## src/hw/lecc_pkg.sv

```systemverilog
// Purpose: Shared constants and types for the lane error counter block
// Assumes: Register indices are word indices; byte address is index * 4
// Notes:   Error bit order inside each lane field is fixed by the struct
package lecc_pkg;

  localparam int LANES    = 4;
  localparam int ERR_BITS = 3;
  localparam int CNT_W    = 8;
  localparam int IDX_W    = 14;

  localparam logic [CNT_W-1:0] TERMINAL_COUNT = 8'hFF;
  localparam logic [CNT_W-1:0] COUNT_RESET    = 8'h00;

  // Bit positions inside a lane field
  localparam int CTRL_CHAR_BIT = 2;
  localparam int BAD_CODE_BIT  = 1;
  localparam int DISPARITY_BIT = 0;
  localparam int LANE_ON_BIT   = 3;

  localparam logic [ERR_BITS-1:0] HOLD_RESET    = 3'h7;
  localparam logic [ERR_BITS-1:0] TC_FLAG_RESET = 3'h0;
  localparam logic [7:0]          STAT_RESET = 8'h00;

  // Register indices, slot order is lane 0, 5, 6, 7
  localparam logic [LANES-1:0][IDX_W-1:0] HOLD_IDX =
    {14'h048F, 14'h048E, 14'h048D, 14'h0488};
  localparam logic [LANES-1:0][IDX_W-1:0] STAT_IDX =
    {14'h0497, 14'h0496, 14'h0495, 14'h0490};
  localparam logic [IDX_W-1:0] IDX_CNT_CLR  = 14'h04A0;
  localparam logic [IDX_W-1:0] IDX_IRQ_STAT = 14'h04A1;
  localparam logic [IDX_W-1:0] IDX_IRQ_EN   = 14'h04A2;
  localparam logic [IDX_W-1:0] IDX_IRQ_CLR  = 14'h04A3;

  localparam logic [11:0] IRQ_EN_RESET   = 12'h000;
  localparam logic [11:0] IRQ_STAT_RESET = 12'h000;

  localparam logic [1:0] RESP_OKAY   = 2'h0;
  localparam logic [1:0] RESP_SLVERR = 2'h2;

  // One lane's error strobes, MSB first
  typedef struct packed {
    logic unexpected_control_char_error;
    logic invalid_code_error;
    logic disparity_error;
  } lecc_err_t;

endpackage

```

## src/hw/lecc_rst_sync.sv

```systemverilog
// Purpose: Release of the asynchronous reset through two flip-flops
// Assumes: rst_b is active low and may change at any time
// Notes:   Assertion is asynchronous, release is synchronous
`timescale 1ns/1ps
module lecc_rst_sync (
  // Clock and raw reset
  input  wire logic clk_sys,
  input  wire logic rst_b,
  // Synchronised reset
  output logic      rst_n
);

  logic meta_reg;

  always_ff @(posedge clk_sys or negedge rst_b) begin
    if (!rst_b) begin
      meta_reg <= 1'b0;
      rst_n    <= 1'b0;
    end else begin
      meta_reg <= 1'b1;
      rst_n    <= meta_reg;
    end
  end

endmodule

```

## src/hw/lecc_err_counter.sv

```systemverilog
// Purpose: One 8-bit error counter with hold or roll-over at terminal count
// Assumes: err_in is a one-cycle strobe on clk_sys
// Notes:   clear also drops the terminal-reached flag
`timescale 1ns/1ps
module lecc_err_counter (
  // Clock and reset
  input  wire logic                    clk_sys,
  input  wire logic                    rst_n,
  // Control
  input  wire logic                    err_in,
  input  wire logic                    hold_en,
  input  wire logic                    clear,
  // Status
  output logic [lecc_pkg::CNT_W-1:0]   count,
  output logic                         tc_reached,
  output logic                         tc_event
);

  logic [lecc_pkg::CNT_W-1:0] count_next;
  logic                       tcr_next;
  logic                       ev_next;

  always_comb begin
    count_next = count;
    tcr_next   = tc_reached;
    ev_next    = 1'b0;
    if (clear) begin
      count_next = lecc_pkg::COUNT_RESET;
      tcr_next   = 1'b0;
    end else if (err_in) begin
      if (count == lecc_pkg::TERMINAL_COUNT) begin
        if (!hold_en) begin
          count_next = lecc_pkg::COUNT_RESET; // RQ2
        end
      end else begin
        count_next = count + 8'h01; // RQ8
        if (count == lecc_pkg::TERMINAL_COUNT - 8'h01) begin
          tcr_next = 1'b1; // RQ6
          ev_next  = 1'b1;
        end
      end
    end
  end

  always_ff @(posedge clk_sys or negedge rst_n) begin
    if (!rst_n) begin
      count      <= lecc_pkg::COUNT_RESET;
      tc_reached <= 1'b0;
      tc_event   <= 1'b0;
    end else begin
      count      <= count_next; // RQ1
      tc_reached <= tcr_next;
      tc_event   <= ev_next;
    end
  end

  hold_at_tc_a: assert property (@(posedge clk_sys) disable iff (!rst_n) // RQ1
    (count == 8'hFF && hold_en && !clear) |=> (count == 8'hFF))
    else $error("counter left terminal count while hold set");

  wrap_to_zero_a: assert property (@(posedge clk_sys) disable iff (!rst_n) // RQ2
    (count == 8'hFF && !hold_en && err_in && !clear) |=> (count == 8'h00))
    else $error("counter did not roll over");

  count_step_a: assert property (@(posedge clk_sys) disable iff (!rst_n) // RQ8
    (count != 8'hFF && err_in && !clear) |=> (count == $past(count) + 8'h01))
    else $error("counter did not step by one");

  tc_flag_set_a: assert property (@(posedge clk_sys) disable iff (!rst_n) // RQ6
    (count == 8'hFE && err_in && !clear) |=> (tc_reached && tc_event))
    else $error("terminal reached flag not set");

endmodule

```

## src/hw/lecc_top.sv

```systemverilog
// Purpose: AXI4-Lite register bank and error counters for lanes 0, 5, 6, 7
// Assumes: Error strobes and soft resets come from logic on clk_sys
// Notes:   Registers are 8-bit, in the low byte of each aligned word
//
// Local design decision: register access over AXI4-Lite.
`timescale 1ns/1ps
// Behaviour
// [RQ1] Hold enabled: counter stops at 0xFF
// [RQ2] Hold cleared: counter rolls over to zero
// [RQ3] Bit 2 control char, 1 table, 0 disparity
// [RQ4] Software changes hold only during soft reset; the code accepts hold writes at any time
// [RQ5] Per-lane 3-bit hold field, resets to 0x7
// [RQ6] Terminal reached bit set at 0xFF, resets 0
// [RQ7] Status bit 3 shows lane enabled
// [RQ8] Eight-bit counter steps once per error
module lecc_top (
  // Clock and reset
  input  wire logic                          clk_sys,
  input  wire logic                          rst_b,
  // AXI4-Lite write address
  input  wire logic [15:0]                   s_axi_awaddr,
  input  wire logic                          s_axi_awvalid,
  output logic                               s_axi_awready,
  // AXI4-Lite write data
  input  wire logic [31:0]                   s_axi_wdata,
  input  wire logic [3:0]                    s_axi_wstrb,
  input  wire logic                          s_axi_wvalid,
  output logic                               s_axi_wready,
  // AXI4-Lite write response
  output logic [1:0]                         s_axi_bresp,
  output logic                               s_axi_bvalid,
  input  wire logic                          s_axi_bready,
  // AXI4-Lite read address
  input  wire logic [15:0]                   s_axi_araddr,
  input  wire logic                          s_axi_arvalid,
  output logic                               s_axi_arready,
  // AXI4-Lite read data
  output logic [31:0]                        s_axi_rdata,
  output logic [1:0]                         s_axi_rresp,
  output logic                               s_axi_rvalid,
  input  wire logic                          s_axi_rready,
  // Lane decoder side
  input  wire lecc_pkg::lecc_err_t [3:0]     lane_err,
  input  wire logic [3:0]                    lane_soft_reset,
  // Interrupt
  output logic                               irq
);

  function automatic logic [lecc_pkg::IDX_W-1:0] reg_index(
    input logic [15:0] addr
  );
    reg_index = addr[15:2];
  endfunction

  logic rst_n;

  lecc_rst_sync u_rst_sync (
    .clk_sys (clk_sys),
    .rst_b   (rst_b),
    .rst_n   (rst_n)
  );

  // Register state
  logic [3:0][2:0] hold_reg;
  logic [3:0][2:0] hold_next;
  logic [11:0]     irq_en_reg;
  logic [11:0]     irq_en_next;
  logic [11:0]     irq_stat_reg;
  logic [11:0]     irq_stat_next;
  logic [3:0]      clr_reg;
  logic [3:0]      clr_next;
  logic            irq_next;

  // Write channel state
  logic            aw_full_reg;
  logic            aw_full_next;
  logic [15:0]     awaddr_reg;
  logic [15:0]     awaddr_next;
  logic            w_full_reg;
  logic            w_full_next;
  logic [7:0]      wdata_reg;
  logic [7:0]      wdata_next;
  logic            wstrb0_reg;
  logic            wstrb0_next;
  logic            awready_next;
  logic            wready_next;
  logic            bvalid_next;
  logic [1:0]      bresp_next;
  logic            do_write;
  logic            wr_hit;

  // Read channel state
  logic            arready_next;
  logic            rvalid_next;
  logic [31:0]     rdata_next;
  logic [1:0]      rresp_next;
  logic [7:0]      rd_byte;
  logic            rd_hit;

  // Counter status
  logic [3:0][2:0] tcr;
  logic [11:0]     tc_ev;

  for (genvar l = 0; l < lecc_pkg::LANES; l++) begin : g_lane
    for (genvar b = 0; b < lecc_pkg::ERR_BITS; b++) begin : g_err
      lecc_err_counter u_cnt (
        .clk_sys    (clk_sys),
        .rst_n      (rst_n),
        .err_in     (lane_err[l][b]), // RQ3
        .hold_en    (hold_reg[l][b]), // RQ1
        .clear      (clr_reg[l] | lane_soft_reset[l]),
        .count      (),
        .tc_reached (tcr[l][b]),
        .tc_event   (tc_ev[l*3+b])
      );
    end
  end

  // Write path
  always_comb begin
    aw_full_next = aw_full_reg;
    awaddr_next  = awaddr_reg;
    w_full_next  = w_full_reg;
    wdata_next   = wdata_reg;
    wstrb0_next  = wstrb0_reg;
    bvalid_next  = s_axi_bvalid;
    bresp_next   = s_axi_bresp;
    hold_next    = hold_reg;
    irq_en_next  = irq_en_reg;
    clr_next     = 4'h0;
    wr_hit       = 1'b0;
    do_write     = aw_full_reg && w_full_reg && !s_axi_bvalid;
    if (s_axi_bvalid && s_axi_bready) begin
      bvalid_next = 1'b0;
    end
    if (s_axi_awvalid && s_axi_awready) begin
      aw_full_next = 1'b1;
      awaddr_next  = s_axi_awaddr;
    end
    if (s_axi_wvalid && s_axi_wready) begin
      w_full_next = 1'b1;
      wdata_next  = s_axi_wdata[7:0];
      wstrb0_next = s_axi_wstrb[0];
    end
    if (do_write) begin
      aw_full_next = 1'b0;
      w_full_next  = 1'b0;
      bvalid_next  = 1'b1;
      for (int l = 0; l < lecc_pkg::LANES; l++) begin
        if (reg_index(awaddr_reg) == lecc_pkg::HOLD_IDX[l]) begin
          wr_hit = 1'b1;
          if (wstrb0_reg) begin
            hold_next[l] = wdata_reg[2:0]; // RQ5
          end
        end
        if (reg_index(awaddr_reg) == lecc_pkg::STAT_IDX[l]) begin
          wr_hit = 1'b1;
        end
      end
      unique case (reg_index(awaddr_reg))
        lecc_pkg::IDX_CNT_CLR: begin
          wr_hit = 1'b1;
          if (wstrb0_reg) begin
            clr_next = wdata_reg[3:0];
          end
        end
        lecc_pkg::IDX_IRQ_EN: begin
          wr_hit = 1'b1;
          if (wstrb0_reg) begin
            irq_en_next = {irq_en_reg[11:8], wdata_reg};
          end
        end
        lecc_pkg::IDX_IRQ_CLR, lecc_pkg::IDX_IRQ_STAT: begin
          wr_hit = 1'b1;
        end
        default: begin
          wr_hit = wr_hit;
        end
      endcase
      bresp_next = wr_hit ? lecc_pkg::RESP_OKAY : lecc_pkg::RESP_SLVERR;
    end
    awready_next = !aw_full_next;
    wready_next  = !w_full_next;
  end

  always_ff @(posedge clk_sys or negedge rst_n) begin
    if (!rst_n) begin
      aw_full_reg   <= 1'b0;
      awaddr_reg    <= 16'h0000;
      w_full_reg    <= 1'b0;
      wdata_reg     <= 8'h00;
      wstrb0_reg    <= 1'b0;
      s_axi_awready <= 1'b0;
      s_axi_wready  <= 1'b0;
      s_axi_bvalid  <= 1'b0;
      s_axi_bresp   <= lecc_pkg::RESP_OKAY;
      hold_reg      <= {4{lecc_pkg::HOLD_RESET}};
      irq_en_reg    <= lecc_pkg::IRQ_EN_RESET;
      clr_reg       <= 4'h0;
    end else begin
      aw_full_reg   <= aw_full_next;
      awaddr_reg    <= awaddr_next;
      w_full_reg    <= w_full_next;
      wdata_reg     <= wdata_next;
      wstrb0_reg    <= wstrb0_next;
      s_axi_awready <= awready_next;
      s_axi_wready  <= wready_next;
      s_axi_bvalid  <= bvalid_next;
      s_axi_bresp   <= bresp_next;
      hold_reg      <= hold_next;
      irq_en_reg    <= irq_en_next;
      clr_reg       <= clr_next;
    end
  end

  // Read path
  always_comb begin
    rd_byte = 8'h00;
    rd_hit  = 1'b0;
    for (int l = 0; l < lecc_pkg::LANES; l++) begin
      if (reg_index(s_axi_araddr) == lecc_pkg::HOLD_IDX[l]) begin
        rd_hit  = 1'b1;
        rd_byte = {5'h00, hold_reg[l]};
      end
      if (reg_index(s_axi_araddr) == lecc_pkg::STAT_IDX[l]) begin
        rd_hit  = 1'b1;
        rd_byte = {4'h0, !lane_soft_reset[l], tcr[l]}; // RQ7
      end
    end
    unique case (reg_index(s_axi_araddr))
      lecc_pkg::IDX_IRQ_STAT: begin
        rd_hit  = 1'b1;
        rd_byte = irq_stat_reg[7:0];
      end
      lecc_pkg::IDX_IRQ_EN: begin
        rd_hit  = 1'b1;
        rd_byte = irq_en_reg[7:0];
      end
      lecc_pkg::IDX_CNT_CLR, lecc_pkg::IDX_IRQ_CLR: begin
        rd_hit  = 1'b1;
      end
      default: begin
        rd_hit  = rd_hit;
      end
    endcase
  end

  always_comb begin
    arready_next = s_axi_arready || !s_axi_rvalid;
    rvalid_next  = s_axi_rvalid;
    rdata_next   = s_axi_rdata;
    rresp_next   = s_axi_rresp;
    if (s_axi_rvalid && s_axi_rready) begin
      rvalid_next  = 1'b0;
      arready_next = 1'b1;
    end
    if (s_axi_arvalid && s_axi_arready) begin
      arready_next = 1'b0;
      rvalid_next  = 1'b1;
      rdata_next   = {24'h000000, rd_byte};
      rresp_next   = rd_hit ? lecc_pkg::RESP_OKAY : lecc_pkg::RESP_SLVERR;
    end
  end

  always_ff @(posedge clk_sys or negedge rst_n) begin
    if (!rst_n) begin
      s_axi_arready <= 1'b0;
      s_axi_rvalid  <= 1'b0;
      s_axi_rdata   <= 32'h00000000;
      s_axi_rresp   <= lecc_pkg::RESP_OKAY;
    end else begin
      s_axi_arready <= arready_next;
      s_axi_rvalid  <= rvalid_next;
      s_axi_rdata   <= rdata_next;
      s_axi_rresp   <= rresp_next;
    end
  end

  // Interrupt status, new events win over a clear in the same cycle
  always_comb begin
    irq_stat_next = irq_stat_reg;
    if (do_write && wstrb0_reg &&
        reg_index(awaddr_reg) == lecc_pkg::IDX_IRQ_CLR) begin
      irq_stat_next = irq_stat_reg & ~{4'h0, wdata_reg};
    end
    irq_stat_next = irq_stat_next | tc_ev; // RQ6
    irq_next      = |(irq_stat_reg & irq_en_reg);
  end

  always_ff @(posedge clk_sys or negedge rst_n) begin
    if (!rst_n) begin
      irq_stat_reg <= lecc_pkg::IRQ_STAT_RESET;
      irq          <= 1'b0;
    end else begin
      irq_stat_reg <= irq_stat_next;
      irq          <= irq_next;
    end
  end

  hold_reset_a: assert property (@(posedge clk_sys) disable iff (!rst_n) // RQ5
    $rose(rst_n) |-> (hold_reg == {4{3'h7}}))
    else $error("hold field not all ones after reset");

  err_map_a: assert property (@(posedge clk_sys) disable iff (!rst_n) // RQ3
    tc_ev[2] |=> (irq_stat_reg[2] && tcr[0][2]))
    else $error("control char counter not on bit 2");

  lane_enable_a: assert property (@(posedge clk_sys) disable iff (!rst_n) // RQ7
    (s_axi_arvalid && s_axi_arready &&
     reg_index(s_axi_araddr) == 14'h0490)
    |=> (s_axi_rdata[3] == !$past(lane_soft_reset[0])))
    else $error("lane enable bit wrong");

  write_cov: cover property (@(posedge clk_sys) disable iff (!rst_n)
    s_axi_bvalid && s_axi_bready);
  read_cov: cover property (@(posedge clk_sys) disable iff (!rst_n)
    s_axi_rvalid && s_axi_rready);
  irq_cov: cover property (@(posedge clk_sys) disable iff (!rst_n)
    $rose(irq));

endmodule

```

## config.mk

```make
export PLATFORM = sky130hd
export DESIGN_NAME = lecc_top
export DESIGN_NICKNAME = d
export VERILOG_FILES = /design/src/hw/lecc_pkg.sv /design/src/hw/lecc_rst_sync.sv /design/src/hw/lecc_err_counter.sv /design/src/hw/lecc_top.sv
export SDC_FILE = /design/constraint.sdc
export NUM_CORES = 1
export LEC_CHECK = 0
export BUFFER_PORTS_ARGS = -buffer_cell sky130_fd_sc_hd__buf_2
export CORE_MARGIN = 3
export CORE_UTILIZATION = 53
export DETAILED_ROUTE_END_ITERATION = 8
export GPL_TIMING_DRIVEN = 0
export PLACE_DENSITY_LB_ADDON = 0.3
export SLEW_MARGIN = 30
export SYNTH_ARGS = -nofsm -noshare
export SYNTH_HDL_FRONTEND = slang
export SYNTH_SLANG_ARGS = --single-unit
```

## constraint.sdc

```tcl
create_clock -name clk_sys -period 5.5 [get_ports clk_sys]
set_clock_uncertainty 0.15 [all_clocks]
set_input_delay 0.825 -clock clk_sys [delete_from_list [all_inputs] [get_ports clk_sys]]
set_output_delay 0.825 -clock clk_sys [all_outputs]
set_load 0.1 [all_outputs]
```

Word level (Yosys, flattened, before mapping) --
Index checks and enable logic that the tools add are counted.
Word-level totals: flip-flop bits (word level) 203, input port bits 91, output and inout bits 42, logic and storage cells 415
Cells by class: $add $sub $neg 12, equal/unequal tests 72, muxes and demuxes 188, bitwise logic cells 8, reductions and logical operators 76
Operators with widths (number):
- $mux 8 | 55
- $eq 14x11->1 const B | 24
- $eq 8x8->1 const B | 24
- $mux 1 | 125
- $add 8x1->8 const B | 12
- $reduce_bool 2->1 | 26
- $reduce_and 3->1 | 17
- $ne 3x3->1 const B | 8
- $reduce_and 2->1 | 12
- $ne 2x2->1 const B | 8
- $pmux 8 s2 | 1
- $and 12x12->12 | 1
- $and 12x8->12 | 1
- $mux 12 | 1
- $mux 4 | 3
- $ne 3x2->1 const B | 4
- $not 8->12 | 1
- $or 12x12->12 | 1
- $reduce_or 12->1 | 1
- $logic_and 1x1->1 | 9
- $logic_not 1->1 | 8
- $ne 2x1->1 const B | 4
- $reduce_or 4->1 | 2
- $mux 2 | 2
- 3 further kinds | 6

Logic depth before layout (Yosys ltp) --
depth in word-level cells 12, depth in mapped cells 7, gate-level depth less buffers 6

Cells and area by module --
A second synthesis with hierarchy kept.
Unflattened totals: cells, all modules 1018, area total of the unflattened synthesis 10737.8 µm²
By module, submodules not included:
- lecc_err_counter (g_lane[0].g_err[0].u_cnt ...) | instances 11, cells each 57, area an instance 584.3 µm², sequential area each 250.2 µm²
- lecc_top | instances 1, cells each 331, area an instance 3686.0 µm², sequential area each 1841.8 µm²
- lecc_err_counter (g_lane[3].g_err[1].u_cnt) | instances 1, cells each 57, area an instance 570.5 µm², sequential area each 250.2 µm²
- lecc_rst_sync | instances 1, cells each 3, area an instance 53.8 µm², sequential area each 50.0 µm²

Worst setup path before layout --
No wires, ideal clock.
path type reg-to-reg, from register s_axi_awready, to register awaddr_reg[10], setup time 125 ps, data arrival time 2050 ps, required time 5225 ps, setup slack 3175 ps, stages on the path, launching flop included 5, buffers on the path 2, clock period less this slack 2325 ps, cells stage by stage dfrtp_1 and2_1 clkbuf_1 clkbuf_1 mux2_2
On the way: word-level cells in the longest chain between the ends 1
RTL lines:
- from (decl) | RTL line lecc_top.sv:23 | output logic s_axi_awready,
- from (signal assigned) | RTL line lecc_top.sv:206 | s_axi_awready <= awready_next;
- $logic_and 1x1->1 | RTL line lecc_top.sv:136 | if (s_axi_awvalid && s_axi_awready) begin
- to (signal assigned) | RTL line lecc_top.sv:202 | awaddr_reg <= awaddr_next;
- to (decl) | RTL line lecc_top.sv:77 | logic [15:0] awaddr_reg;
Every way passes these cells. A chain may end at the register's enable or synchronous reset.

Worst setup path in the final report --
from input port s_axi_araddr[5], to register s_axi_rdata[4]
On the way: word-level cells in the longest chain between the ends 8, elaborated cells between the ends (all ways) 15, those cells by class eq/ne: 8; mux: 7
RTL lines:
- from (decl) | RTL line lecc_top.sv:34 | input wire logic [15:0] s_axi_araddr,
- $eq 14x11->1 | RTL line lecc_top.sv:221 | if (reg_index(s_axi_araddr) == lecc_pkg::HOLD_IDX[l]) begin
- $mux 8 | RTL line lecc_top.sv:221
- $mux 8 | RTL line lecc_top.sv:225 | if (reg_index(s_axi_araddr) == lecc_pkg::STAT_IDX[l]) begin
- $mux 8 | RTL line lecc_top.sv:221
- $mux 8 | RTL line lecc_top.sv:225
- $mux 8 | RTL line lecc_top.sv:221
- $mux 8 | RTL line lecc_top.sv:225
- $pmux 8 s2 (*) | RTL line lecc_top.sv:230 | unique case (reg_index(s_axi_araddr))
- to (signal assigned) | RTL line lecc_top.sv:274 | s_axi_rdata <= rdata_next;
- to (decl) | RTL line lecc_top.sv:38 | output logic [31:0] s_axi_rdata,
Every way passes the cells marked *; elsewhere a longest branch is shown, timed or not.

==> impl_metrics.py <==
metrics = {
    "setup_path": {
        "slowest_delay_ns": 0.71,
        "r2r_end": "irq_en_reg[3]$_DFFE_PN0P_",
        "critPathBufInv": 1,
        "path_cells": "buf_2 > nor4b_1 > nand4_1 > nor2_1 > a221oi_1 > nor2_1",
        "worstPathRequired_ns": 5.72,
        "slowest_stage": "nor4b_1",
        "reg2reg_slack_ns": 3.17,
        "startpoint_type": "input port",
        "r2r_start": "awaddr_reg[13]$_DFFE_PN0P_",
        "crit_top_cell": "nor2_1",
        "cp_data_arrival_time_ns": 2.76,
        "end_kind": "register",
        "crit_path_max_fanout": 6,
        "rr_worst_depth": 5,
        "worstSetupPathType": "in -> reg",
        "critical-path-top-delay-family": "simple AND/OR/NAND/NOR gates",
    },
    "min_path": {
        "hold_path.class": "reg -> async",
    },
    "power_and_ir_drop": {
        "peakVddDrop_mv": 0.2282,
        "power.leakage_uw": 0.005195,
        "power_density_nw_per_um2": 322.7,
    },
    "logic_synthesis": {
        "synth.distinct_cells": 63,
        "synth-edff-count": 0,
        "syn_inst": 992,
        "async_reset_ff_share_pct": 100.0,
        "syn-cell-area_um2": 9842,
        "ys.flop_type": "dfrtp_1",
        "ys_seq_elements": 191,
        "synth_area_per_cell_um2": 9.921,
        "ys_warn_count": 0,
        "yosysSeqAreaShare_pct": 48.72,
    },
    "route": {
        "wl_met1_mm": 9.703,
        "via_count": 7882,
        "drc": 0,
        "viasPerCell": 5.808,
        "postRouteAntennaNets": 0,
        "drt_iter0_drc": 575,
        "wl_met2_mm": 10.25,
        "wl_met3_mm": 1.274,
        "wl_per_cell_um": 15.90,
        "routed_wl_mm": 21.58,
        "routed.top_layer": "met4",
        "first_pass_iters": 5,
    },
    "run": {
        "drv_cap": 0,
    },
    "placed_design": {
        "dp_hpwl_mm": 15.57,
        "dp_slack_ns": 2.547,
        "gp_congestion": 0.9468,
        "portBuffers": 74,
    },
    "timing": {
        "worst_pin_slew_ns": 0.8297,
        "whs_ns": 0.08113,
        "period_minus_slack_ns": 2.545,
        "hold_violations": 0,
        "maxSlewViolCount": 0,
        "fmax_ghz": 0.3930,
        "finalSetupTns_ns": 0,
        "fin_ws_ns": 2.955,
        "maxSlewHeadroom_pct": 43.93,
        "final-setup-viol-count": 0,
        "finalCritPeriodShare_pct": 46.27,
        "rsz0062_at_grt": "false",
    },
    "final_layout": {
        "largest_reg_flops": 96,
        "syn_to_final_growth_pct": 14.79,
        "final_cell_mix": "178 x dfrtp_1, 107 x nor2_1, 77 x nand2_1",
        "final_layout_size_suffix_gt1_share_pct": 18.79,
        "fill_cells": 1468,
        "antennaDiodeCount": 0,
        "final_common_cell": "dfrtp_1",
        "fin_nets": 1230,
    },
    "clock_network": {
        "root_buffer": "clkbuf_16",
        "cts_tree": "yes",
        "clock_latency_ns": 0.44,
        "clk_pin_slew_ns": 0.07,
        "cts_buffers": 17,
        "ctsLongestPathBuffers": 2,
        "ctsHtreeMaxLevel": 4,
        "cts.sinks": 191,
    },
    "global_routing": {
        "grt_pass1_wl_mm": 35.88,
        "grt_usage_pct": 21.96,
        "grt_pass1_vias": 7384,
        "grt_max_degree": 51,
        "grt-ovfl-total": 0,
        "antenna_found_initial": 0,
    },
    "status": {
        "outcome": "finished clean",
    },
    "floorplan": {
        "die_y_um": 142.3,
        "die_x_um": 142.3,
        "die_area_um2": 20240,
        "num_rows": 49,
        "coreArea_um2": 18090,
        "initial_core_util_pct": 54.42,
        "io_pins": 133,
    },
}
## power by group
part | switching [µW] | internal, µW
clock network | 595 | 649
logic | 486 | 228
registers | 147 | 1540
## area by class of cell
| class | count | area (µm²) | area share (%) |
|---|---|---|---|
| buffer | 53 | 299.0 | 2.647 |
| clock inverter | 15 | 170.2 | 1.506 |
| sequential | 191 | 4798 | 42.47 |
| tap | 229 | 286.5 | 2.536 |
| clock buffer | 17 | 425.4 | 3.766 |
| multi-input combinational | 739 | 4715 | 41.73 |
| inverter | 34 | 127.6 | 1.130 |
| timing repair buffer | 79 | 475.5 | 4.209 |
## synthesized netlist by cell type, types with 8 or more instances
cell type | number | area, µm²
ha_1 | 24 | 300.3
nor2_1 | 107 | 401.6
o22ai_1 | 8 | 50.05
dfrtp_1 | 179 | 4479
buf_4 | 26 | 195.2
a31oi_1 | 20 | 125.1
o31ai_1 | 8 | 60.06
o21ai_0 | 36 | 180.2
a21o_1 | 19 | 142.6
nand4_1 | 27 | 168.9
a22oi_1 | 20 | 150.1
a41oi_1 | 8 | 70.07
dfstp_2 | 12 | 315.3
a211oi_1 | 11 | 82.58
nand2b_1 | 9 | 56.30
nand3_1 | 69 | 345.3
nand2_1 | 77 | 289.0
nor2b_1 | 12 | 75.07
and2_1 | 10 | 62.56
inv_1 | 34 | 127.6
a21oi_1 | 37 | 185.2
mux2_2 | 48 | 540.5
xor2_1 | 22 | 192.7
clkbuf_1 | 23 | 86.33
xnor2_1 | 14 | 122.6
nor3_1 | 11 | 55.05
and3_1 | 20 | 125.1
and4_1 | 15 | 131.4
## layer usage
layer,up-vias,track usage (%)
met5,-,0
met4,0,6.667
met3,39,4.772
met2,230,35.23
met1,3801,30.16
li1,3812,-
## what timing repair did
item,in CTS,in global routing
hold buffers,1,0
gates resized for setup,0,0
buffers inserted,0,0
hold endpoints to repair,2,0
## kinds of logic (layout without fill, tap and decap cells)
kind of cell,count (synthesis),after routing,share of synthesized area [%]
AOI/OAI and AO/OA,202,202,13.68
other,2,27,0.07631
adders and majority gates,24,24,3.051
and+or+nand+nor,395,395,20.73
xor gates and xnor gates,36,36,3.204
muxes,55,55,6.204
DFF,191,191,48.72
buffers and inverters,87,198,4.335
## through the flow
stage / std cells / power, µW / utilization (%) / area [µm²]
4_1_cts: 1357 / 3683 / 62.46 / 11300
3_5_place_dp: 1324 / 2430 / 59.11 / 10690
6_report: 1357 / 3645 / 62.46 / 11300
3_3_place_gp: 1320 / 2400 / 58.57 / 10590
2_1_floorplan: 1017 / 2244 / - / 9937
5_1_grt: 1357 / 3817 / 62.46 / 11300
## worst max path at each step
stage | start | endpoint | slack (ns) | depth (start not counted)
after global placement | u_rst_sync.rst_n$_DFF_PN0_ | g_lane[3].g_err[1].u_cnt.count[3]$_DFFE_PN0P_ | 1.05 | 0
after global routing | s_axi_araddr[5] | s_axi_rdata[3]$_DFFE_PN0P_ | 2.79 | 6
final | s_axi_araddr[5] | s_axi_rdata[4]$_DFFE_PN0P_ | 2.96 | 6
after detailed placement | s_axi_araddr[5] | s_axi_rdata[3]$_DFFE_PN0P_ | 2.55 | 6
after CTS | s_axi_araddr[5] | s_axi_rdata[3]$_DFFE_PN0P_ | 3.00 | 6
after floorplan | u_rst_sync.rst_n$_DFF_PN0_ | aw_full_reg$_DFF_PN0_ | 2.21 | 0
No activity file was read; power rests on OpenSTA's default activity.
